File: config.mk
export PLATFORM = sky130hd
export DESIGN_NAME = srp_top
export DESIGN_NICKNAME = d
export VERILOG_FILES = /design/src/hdl/srp_top.v
export VERILOG_INCLUDE_DIRS = /design/src /design/src/common
export SDC_FILE = /design/constraint.sdc
export NUM_CORES = 2
export LEC_CHECK = 0
export BUFFER_PORTS_ARGS = -buffer_cell sky130_fd_sc_hd__clkbuf_2
export CAP_MARGIN = 20
export CORE_AREA = 2 2 326 328
export CTS_BUF_LIST = sky130_fd_sc_hd__clkbuf_16
export DETAILED_ROUTE_END_ITERATION = 12
export DIE_AREA = 0 0 328 330
export GPL_TIMING_DRIVEN = 0
export PLACE_DENSITY = 0.58
export REMOVE_ABC_BUFFERS = 1
export SLEW_MARGIN = 5
export SYNTH_ARGS = -nofsm -noshare
export SYNTH_HDL_FRONTEND = slang
export SYNTH_SLANG_ARGS = --single-unit
File: constraint.sdc
create_clock -name clk -period 9.79 [get_ports clk]
set_clock_uncertainty 0.2 [all_clocks]
set_input_delay 0.4895 -clock clk [delete_from_list [all_inputs] [get_ports clk]]
set_output_delay 0.4895 -clock clk [all_outputs]
set_load 0.01 [all_outputs]
File: src/common/srp_consts.vh
// constants for the serial receive parser: register map, fields, reset values, timing
// assumes a 250 MHz system clock and a 32-bit apb master on an 8-bit byte address
//
// Overview of operation
// string capture stops at the end character and never stores it
// after an early end, remaining array bytes up to length are zeroed
// literal sequence wait takes a pattern of at most six bytes
// sequence wait stalls the item list until the whole pattern arrives
// matching is exact per byte; any differing sequence is ignored
// array sequence wait takes its pattern from the byte array
// array sequence wait may give an explicit pattern length
// input items run strictly in list order on the byte stream
// discard item throws away exactly its byte count
// fixed-width decimal stores at most the configured digit count
// only even parity: data ones plus parity bit count even
// parity recomputed per character and compared with received bit
// with good parity the command ends normally and falls through
// parity mismatch aborts at once and branches to the parity target
// with no timeout set the command waits forever
// with timeout set, no byte within the interval aborts to timeout target
// the timeout restarts from zero on every received byte
// any byte restarts the timeout, useful to the item or not
// parity and timeout branches coexist, each with its own target
// array wait without length ends pattern at first zero byte
// numeric capture runs until digit count or a non-digit
// frame: start, data, optional even parity, stop, at set baud and polarity
`ifndef SRP_CONSTS_VH
`define SRP_CONSTS_VH
`define SRP_CLK_MHZ 250
`define SRP_TICK_MS 1
`define SRP_MS_CYCLES (`SRP_TICK_MS * `SRP_CLK_MHZ * 1000)
`define SRP_A_CTRL 8'h00
`define SRP_A_BAUD 8'h04
`define SRP_A_TMO 8'h08
`define SRP_A_STAT 8'h0c
`define SRP_A_PATLO 8'h10
`define SRP_A_PATHI 8'h14
`define SRP_A_RESULT 8'h18
`define SRP_A_TARGET 8'h1c
`define SRP_A_ITEM 3'h1
`define SRP_A_ARR 2'h1
`define SRP_CTRL_START 0
`define SRP_CTRL_PAR 1
`define SRP_CTRL_INV 2
`define SRP_BAUD_RST 16'h65b9
`define SRP_TMO_RST 16'h0000
`define SRP_OP_END 3'h0
`define SRP_OP_CAPT 3'h1
`define SRP_OP_WAIT 3'h2
`define SRP_OP_WSTR 3'h3
`define SRP_OP_SKIP 3'h4
`define SRP_OP_NUM 3'h5
`define SRP_WAIT_MAX 5'h06
`define SRP_EXIT_OK 2'h0
`define SRP_EXIT_PAR 2'h1
`define SRP_EXIT_TMO 2'h2
`define SRP_FRAME_BITS 4'h8
`endif

File: src/hdl/srp_top.v
// serial receive parser: uart receiver plus an input item engine behind apb
// assumes rx_pin is asynchronous to clk and baud divisor is at least 16
//
// Register access over APB and the address map are this design's own decisions.
`include "srp_consts.vh"
module srp_top #(
  parameter MS_CYCLES = `SRP_MS_CYCLES
) (
  input wire clk,
  input wire rst_n,
  input wire psel,
  input wire penable,
  input wire pwrite,
  input wire [7:0] paddr,
  input wire [31:0] pwdata,
  output reg [31:0] prdata,
  output reg pready,
  output reg pslverr,
  input wire rx_pin,
  output reg busy
);
  localparam U_IDLE = 3'h1;
  localparam U_START = 3'h2;
  localparam U_BITS = 3'h4;
  localparam E_IDLE = 5'h01;
  localparam E_FETCH = 5'h02;
  localparam E_RUN = 5'h04;
  localparam E_CHK = 5'h08;
  localparam E_FILL = 5'h10;

  reg [15:0] baud_r;
  reg [15:0] tmo_r;
  reg par_en_r;
  reg inv_r;
  reg [47:0] wpat_r;
  reg [15:0] result_r;
  reg [31:0] target_r;
  reg [15:0] item_m [0:7];
  reg [7:0] arr_m [0:15];
  reg [7:0] hist_m [0:15];
  reg done_r;
  reg [1:0] exit_r;
  reg [15:0] branch_r;

  // receive pin synchroniser
  reg rx_s1_r;
  reg rx_s2_r;
  always @(posedge clk) begin
    rx_s1_r <= rx_pin;
    rx_s2_r <= rx_s1_r;
  end
  wire rxb = rx_s2_r ^ inv_r;

  // uart framing
  reg [2:0] us_r;
  reg [15:0] ucnt_r;
  reg [3:0] ubit_r;
  reg [7:0] ush_r;
  reg byte_v_r;
  reg [7:0] byte_r;
  reg par_bad_r;
  always @(posedge clk) begin
    if (!rst_n) begin
      us_r <= U_IDLE;
      ucnt_r <= 16'h0000;
      ubit_r <= 4'h0;
      ush_r <= 8'h00;
      byte_v_r <= 1'b0;
      byte_r <= 8'h00;
      par_bad_r <= 1'b0;
    end else begin
      byte_v_r <= 1'b0;
      case (us_r)
        U_IDLE: begin
          if (!rxb) begin
            ucnt_r <= {1'b0, baud_r[15:1]};
            us_r <= U_START;
          end
        end
        U_START: begin
          if (ucnt_r != 16'h0000) begin
            ucnt_r <= ucnt_r - 16'h0001;
          end else if (rxb) begin
            us_r <= U_IDLE;
          end else begin
            ucnt_r <= baud_r - 16'h0001;
            ubit_r <= 4'h0;
            us_r <= U_BITS;
          end
        end
        U_BITS: begin
          if (ucnt_r != 16'h0000) begin
            ucnt_r <= ucnt_r - 16'h0001;
          end else if (ubit_r == `SRP_FRAME_BITS) begin
            // stop bit centre; 7e and 8n both shift eight bits
            us_r <= U_IDLE;
            byte_v_r <= 1'b1;
            byte_r <= par_en_r ? {1'b0, ush_r[6:0]} : ush_r;
            par_bad_r <= par_en_r & (^ush_r);
          end else begin
            ucnt_r <= baud_r - 16'h0001;
            ush_r <= {rxb, ush_r[7:1]};
            ubit_r <= ubit_r + 4'h1;
          end
        end
        default: us_r <= U_IDLE;
      endcase
    end
  end

  // millisecond inactivity timer
  reg [31:0] pre_r;
  reg [15:0] ms_r;
  wire tmo_fire = (tmo_r != 16'h0000) && (ms_r == tmo_r);
  always @(posedge clk) begin
    if (!rst_n || !busy || byte_v_r) begin
      // any byte at all restarts, even junk for the current item
      pre_r <= 32'h0;
      ms_r <= 16'h0000;
    end else if (pre_r == MS_CYCLES - 1) begin
      pre_r <= 32'h0;
      if (!tmo_fire) begin
        ms_r <= ms_r + 16'h0001;
      end
    end else begin
      pre_r <= pre_r + 32'h1;
    end
  end

  // item engine state
  reg [4:0] es_r;
  reg [3:0] ip_r;
  reg [15:0] cur_r;
  reg [4:0] idx_r;
  reg [4:0] scnt_r;
  reg [15:0] acc_r;
  wire [2:0] op = cur_r[2:0];
  wire flg = cur_r[3];
  wire [4:0] len = {1'b0, cur_r[7:4]};
  wire [7:0] ech = cur_r[15:8];

  // pattern length and comparison against the byte history
  reg [4:0] zlen;
  reg [4:0] plen;
  reg [127:0] pvec;
  reg match;
  reg [4:0] pi;
  integer i;
  integer j;
  always @* begin
    zlen = 5'h10;
    pvec = 128'h0;
    for (i = 15; i >= 0; i = i - 1) begin
      if (arr_m[i] == 8'h00) begin
        zlen = i[4:0];
      end
      pvec[i*8 +: 8] = arr_m[i];
    end
    if (op == `SRP_OP_WAIT) begin
      pvec = {80'h0, wpat_r};
      plen = (len > `SRP_WAIT_MAX) ? `SRP_WAIT_MAX : len;
    end else begin
      plen = flg ? len : zlen;
    end
    match = (scnt_r >= plen);
    for (i = 0; i < 16; i = i + 1) begin
      pi = plen - 5'h01 - i[4:0];
      if ((i[4:0] < plen) && (hist_m[i] != pvec[pi[3:0]*8 +: 8])) begin
        match = 1'b0;
      end
    end
  end

  wire is_dig = (byte_r >= 8'h30) && (byte_r <= 8'h39);
  wire [15:0] acc_n = {acc_r[12:0], 3'b000} + {acc_r[14:0], 1'b0} + {12'h000, byte_r[3:0]};
  wire zero_item = (op == `SRP_OP_WSTR) ? (plen == 5'h00) :
                   ((op != `SRP_OP_NUM) && (len == 5'h00));

  // apb decode
  wire setup = psel & ~penable;
  wire wr = psel & penable & pready & pwrite & ~pslverr;
  wire in_item = (paddr[7:5] == `SRP_A_ITEM);
  wire in_arr = (paddr[7:6] == `SRP_A_ARR);
  reg [31:0] rdat;
  reg mapped;
  always @* begin
    mapped = (paddr[1:0] == 2'b00);
    rdat = 32'h0;
    if (in_arr) begin
      rdat = {24'h0, arr_m[paddr[5:2]]};
    end else if (in_item) begin
      rdat = {16'h0, item_m[paddr[4:2]]};
    end else begin
      case (paddr)
        `SRP_A_CTRL: rdat = {29'h0, inv_r, par_en_r, busy};
        `SRP_A_BAUD: rdat = {16'h0, baud_r};
        `SRP_A_TMO: rdat = {16'h0, tmo_r};
        `SRP_A_STAT: rdat = {branch_r, 8'h0, ip_r, exit_r, done_r, busy};
        `SRP_A_PATLO: rdat = wpat_r[31:0];
        `SRP_A_PATHI: rdat = {16'h0, wpat_r[47:32]};
        `SRP_A_RESULT: rdat = {16'h0, result_r};
        `SRP_A_TARGET: rdat = target_r;
        default: mapped = 1'b0;
      endcase
    end
  end

  always @(posedge clk) begin
    if (!rst_n) begin
      pready <= 1'b0;
      pslverr <= 1'b0;
      prdata <= 32'h0;
    end else begin
      // one wait-free access cycle after every setup
      pready <= setup;
      pslverr <= setup & ~mapped;
      prdata <= (setup & mapped & ~pwrite) ? rdat : 32'h0;
    end
  end

  // registers and item engine; software writes are refused while busy
  always @(posedge clk) begin
    if (!rst_n) begin
      baud_r <= `SRP_BAUD_RST;
      tmo_r <= `SRP_TMO_RST;
      par_en_r <= 1'b0;
      inv_r <= 1'b0;
      wpat_r <= 48'h0;
      result_r <= 16'h0000;
      target_r <= 32'h0;
      busy <= 1'b0;
      done_r <= 1'b0;
      exit_r <= `SRP_EXIT_OK;
      branch_r <= 16'h0000;
      es_r <= E_IDLE;
      ip_r <= 4'h0;
      cur_r <= 16'h0000;
      idx_r <= 5'h00;
      scnt_r <= 5'h00;
      acc_r <= 16'h0000;
    end else if (es_r == E_IDLE) begin
      if (wr && in_arr) begin
        arr_m[paddr[5:2]] <= pwdata[7:0];
      end
      if (wr && in_item) begin
        item_m[paddr[4:2]] <= pwdata[15:0];
      end
      if (wr) begin
        case (paddr)
          `SRP_A_CTRL: begin
            par_en_r <= pwdata[`SRP_CTRL_PAR];
            inv_r <= pwdata[`SRP_CTRL_INV];
            if (pwdata[`SRP_CTRL_START]) begin
              busy <= 1'b1;
              done_r <= 1'b0;
              exit_r <= `SRP_EXIT_OK;
              branch_r <= 16'h0000;
              ip_r <= 4'h0;
              es_r <= E_FETCH;
            end
          end
          `SRP_A_BAUD: baud_r <= pwdata[15:0];
          `SRP_A_TMO: tmo_r <= pwdata[15:0];
          `SRP_A_PATLO: wpat_r[31:0] <= pwdata;
          `SRP_A_PATHI: wpat_r[47:32] <= pwdata[15:0];
          `SRP_A_TARGET: target_r <= pwdata;
          default: ;
        endcase
      end
    end else if (byte_v_r && par_bad_r) begin
      // abort beats whatever item is pending
      busy <= 1'b0;
      done_r <= 1'b1;
      exit_r <= `SRP_EXIT_PAR;
      branch_r <= target_r[15:0];
      es_r <= E_IDLE;
    end else if (tmo_fire) begin
      busy <= 1'b0;
      done_r <= 1'b1;
      exit_r <= `SRP_EXIT_TMO;
      branch_r <= target_r[31:16];
      es_r <= E_IDLE;
    end else begin
      case (es_r)
        E_FETCH: begin
          cur_r <= item_m[ip_r[2:0]];
          idx_r <= 5'h00;
          scnt_r <= 5'h00;
          acc_r <= 16'h0000;
          if (ip_r[3] || (item_m[ip_r[2:0]][2:0] == `SRP_OP_END)) begin
            busy <= 1'b0;
            done_r <= 1'b1;
            exit_r <= `SRP_EXIT_OK;
            es_r <= E_IDLE;
          end else begin
            es_r <= E_RUN;
          end
        end
        E_RUN: begin
          if (zero_item) begin
            ip_r <= ip_r + 4'h1;
            es_r <= E_FETCH;
          end else if (byte_v_r) begin
            case (op)
              `SRP_OP_CAPT: begin
                if (flg && (byte_r == ech)) begin
                  es_r <= E_FILL;
                end else begin
                  arr_m[idx_r[3:0]] <= byte_r;
                  idx_r <= idx_r + 5'h01;
                  if (idx_r + 5'h01 == len) begin
                    ip_r <= ip_r + 4'h1;
                    es_r <= E_FETCH;
                  end
                end
              end
              `SRP_OP_WAIT, `SRP_OP_WSTR: begin
                for (j = 15; j > 0; j = j - 1) begin
                  hist_m[j] <= hist_m[j-1];
                end
                hist_m[0] <= byte_r;
                if (scnt_r != 5'h10) begin
                  scnt_r <= scnt_r + 5'h01;
                end
                es_r <= E_CHK;
              end
              `SRP_OP_SKIP: begin
                idx_r <= idx_r + 5'h01;
                if (idx_r + 5'h01 == len) begin
                  ip_r <= ip_r + 4'h1;
                  es_r <= E_FETCH;
                end
              end
              `SRP_OP_NUM: begin
                if (is_dig) begin
                  acc_r <= acc_n;
                  idx_r <= idx_r + 5'h01;
                  if ((len != 5'h00) && (idx_r + 5'h01 == len)) begin
                    result_r <= acc_n;
                    ip_r <= ip_r + 4'h1;
                    es_r <= E_FETCH;
                  end
                end else if (idx_r != 5'h00) begin
                  result_r <= acc_r;
                  ip_r <= ip_r + 4'h1;
                  es_r <= E_FETCH;
                end
              end
              default: begin
                busy <= 1'b0;
                done_r <= 1'b1;
                es_r <= E_IDLE;
              end
            endcase
          end
        end
        E_CHK: begin
          if (match) begin
            ip_r <= ip_r + 4'h1;
            es_r <= E_FETCH;
          end else begin
            es_r <= E_RUN;
          end
        end
        E_FILL: begin
          if (idx_r >= len) begin
            ip_r <= ip_r + 4'h1;
            es_r <= E_FETCH;
          end else begin
            arr_m[idx_r[3:0]] <= 8'h00;
            idx_r <= idx_r + 5'h01;
          end
        end
        default: es_r <= E_IDLE;
      endcase
    end
  end
endmodule

==> metrics.md <==
| Metric | Value |
|---|---|
| Run status | `finished, final reports clean` |
| Post-synth ARST share | `0%` |
| Critical Path Source Type | `flop` |
| Max Fclk | `104.9 MHz` |
| CTS buffer count | `81` |
| Slew margin rel. | `23.17%` |
| Final setup viols | `0` |
| Chip height | `330 um` |
| Skew-Pair Late Insertion Delay | `0.69 ns` |
| EDFF count, synth | `384` |
| RePlAce Congestion | `1.017` |
| Gate count of the mapped netlist | `4042` |
| Post-DP HPWL | `115.6 mm` |
| # clock sinks | `713` |
| Nets | `4170` |
| Gr usage total | `28.24%` |
| RSZ-0062 raised after global routing | `false` |
| PortBufs | `80` |
| Initial core utilization | `39.71%` |
| Worst EP arrival | `9.89 ns` |
| DR WL/cell | `27.97 um` |
| Mapped cell area | `41570 um^2` |
| Synth Area per Inst | `10.28 um^2` |
| P_sw | `0.001675 W` |
| Post-Synth Simple-Gate Area | `14.84%` |
| Synth cell types | `93` |
| Area Growth Syn to Fin | `13.83%` |
| DRT Pass-1 Iters | `8` |
| Share of post-route cells with drive strength above 1 | `14.59%` |
| Synth Warn # | `0` |
| Synth area leader | `edfxtp_1` |
| Hold Path Origin | `pwdata[15]` |
| Complex-gate fraction of the synthesized area | `13.02%` |
| Comb pwr share | `8.0%` |
| Tot Pwr | `0.006813 W` |
| Adder-cell share of the synthesized area | `1.722%` |
| Reg power frac | `46.6%` |
| Largest family of logic cells by synthesized area | `multiplexers` |
| DRC viols | `0` |
| Bufs on Longest Clock Path | `3` |
| Global-route wire length before repair | `224.9 mm` |
| PwrDens | `144.0 nW/um^2` |
| Worst VDD drop | `0.1445 mV` |
| Overflow after GRT | `0` |
| Via count | `34440` |
| Area fraction of the dominant cell type after synthesis | `27.74%` |
| Initial DRC Count | `4389` |
| Final WL | `154.6 mm` |
| XOR/XNOR Fraction of Synth Area | `5.367%` |
| Largest cells by area after synthesis | `edfxtp_1 28%, dfxtp_1 16%, mux4_2 8.7%` |
| Root buf cell | `clkbuf_16` |
| LEAKAGE | `17.14 nW` |
| Worst setup path class | `reg2reg` |
| Cell Rows | `119` |
| Worst-Margin Slew | `1.152 ns` |
| Largest net degree at the start of global routing | `115` |
| Clock power frac | `45.4%` |
| Die ar. | `108200 um^2` |
| Detail Route Antenna Nets | `0` |
| Vias per std cell | `6.229` |
| Core box area | `104700 um^2` |
| Crit share post-route | `97.35%` |
| Main flop type after synthesis | `edfxtp_1` |
| Worst Setup End Kind | `flop` |
| Seq/Total Area, Yosys | `43.59%` |
| Register bit total from synthesis | `713` |
| Register-to-Register Path Depth | `29` |
| CTS clk-pin slew, worst paths | `0.06 ns` |
| TNS Setup | `0 ns` |
| Hold Vio Cnt, Final | `0` |
| Vias in the first global route | `32450` |
| Int Pwr | `0.005138 W` |
| CTS tree | `built` |
| Peak per-stage delay on the critical path | `0.64 ns` |
| Worst-path maximum fanout | `33` |
| Req. time, crit path | `10.15 ns` |
| Min-Delay Path Class | `in2reg` |
| RR Startpoint | `arr_m[10][4]` |
| Max_cap viols | `0` |
| Mux share of post-synthesis cell area | `18.52%` |
| Final slew viol count | `0` |
| Initial antenna violation count | `10` |
| Sw frac | `24.59%` |
| I/O pins | `81` |
| CP Launch Point | `arr_m[10][4]` |
| Slowest CP cell | `o41ai_1` |
| Hold path cells | `3` |
| H-tree depth | `3` |
| Tmin final | `9.530 ns` |
| Die width | `328 um` |
[Yosys cell counts, drive strengths merged (51+ instances only)]
master / n
xnor2: 135
clkbuf: 189
dfxtp: 329
a21oi: 285
and2: 51
mux2i: 345
mux2: 55
inv: 61
nor4: 61
edfxtp: 384
a211oi: 53
mux4: 161
nor2: 342
ha: 54
xor2: 112
nand2: 476
o21ai: 136
nand3: 93
buf: 61
nor3: 86
[cell type report]
type | instances | area, um^2
fill | 9748 | 57360
multi-input combinational | 3018 | 22530
sequential | 713 | 18120
clock buffer | 82 | 2052
timing repair buffer | 191 | 1962
tap | 1391 | 1740
clock inverter | 67 | 636.9
inverter | 63 | 265.3
antenna | 3 | 7.507
[power by group through the flow]
stage | logic (W) | registers [W] | clock network (W)
after detailed placement | 0.000523 | 0.00324 | 0
after CTS | 0.000535 | 0.00317 | 0.00314
after global routing | 0.000577 | 0.00317 | 0.00325
after global placement | 0.000493 | 0.00324 | 0
after floorplan | 0.000303 | 0.00323 | 0
final | 0.000548 | 0.00317 | 0.00309
[flip-flops by register name (all words and copies together) (netlist names), 32 cells and up, named ones only]
register / count
pre_r: 32
prdata: 32
target_r: 32
hist_m: 128
wpat_r: 48
arr_m: 128
item_m: 128
[cells by family after synthesis]
logic type | after synthesis
AOI/OAI and AO/OA | 820
xor gates and xnor gates | 249
adders and majority gates | 56
buffers and inverters | 313
DFF | 713
muxes | 561
and+or+nand+nor | 1330
[layout by cell type, fill, tap and decap left out, types with 17 or more instances in the layout]
| cell | count |
|---|---|
| or3_1 | 18 |
| a21oi_1 | 283 |
| a222oi_1 | 17 |
| clkbuf_2 | 79 |
| mux2_2 | 55 |
| nor2_1 | 327 |
| mux4_2 | 161 |
| xnor2_1 | 130 |
| xor2_1 | 112 |
| buf_4 | 27 |
| mux2i_1 | 345 |
| nand2b_1 | 27 |
| and2_1 | 50 |
| o211ai_1 | 18 |
| clkbuf_16 | 82 |
| dfxtp_1 | 324 |
| buf_8 | 18 |
| a32oi_1 | 21 |
| ha_1 | 51 |
| nand3_1 | 91 |
| a221oi_1 | 22 |
| clkinv_1 | 18 |
| nor3_1 | 77 |
| inv_1 | 66 |
| nand2_1 | 476 |
| o21ai_0 | 123 |
| nand4_1 | 44 |
| or4_1 | 17 |
| nor4_1 | 58 |
| edfxtp_1 | 384 |
| nor2b_1 | 23 |
| a22oi_1 | 33 |
| a211oi_1 | 53 |
| and3_1 | 39 |
| a31oi_1 | 25 |
| o22ai_1 | 37 |
| buf_16 | 18 |
| dlygate4sd3_1 | 22 |
[per-stage QoR]
stage / worst slack [ns] / utilization (%) / cells / instance area (um^2) / hold slack, ns
after floorplan: -3.479 / - / 3792 / 40580 / 0.1096
after detailed placement: -1.943 / 42.16 / 5339 / 44130 / 0.1135
after global routing: 0.0006359 / 45.20 / 5525 / 47310 / 0.05288
after global placement: -11.44 / 40.81 / 5263 / 42720 / 0.1146
after CTS: 0.003489 / 45.05 / 5515 / 47150 / 0.01720
final: 0.2597 / 45.20 / 5528 / 47310 / 0.04488
[worst max-delay path: cells and delay by family (launching register included)]
family	cells	cell delay [ns]
compound gates	11	3.69
simple gates	7	1.85
buf+inv	6	1.47
fa+ha+maj	2	0.89
flops	1	0.52
mux	1	0.40
xor+xnor	2	0.31
[what timing repair did]
item	in CTS	in global routing
cloned	1	1
pin swaps	4	2
hold buffers	22	0
resized for setup	17	12
endpoints found under the setup margin	9	9
buffers inserted	4	3
endpoints found under the hold margin	35	0
[final timing paths]
kind / to / slack [ns]
max reg2reg: flop / 0.26
min reg2reg: rx_s2_r / 0.12
max: flop / 0.26
min: target_r[15] / 0.04
[metal layers]
layer / global-route usage (%) / wire, um / up-vias
met2: 43.61 / 68240 / 1894
met5: 0 / 23 / -
met3: 5.825 / 14750 / 395
met4: 15.73 / 10100 / 4
met1: 37.07 / 61510 / 16810
li1: - / - / 15340
Note: power is estimated with default switching activity, not from simulation.
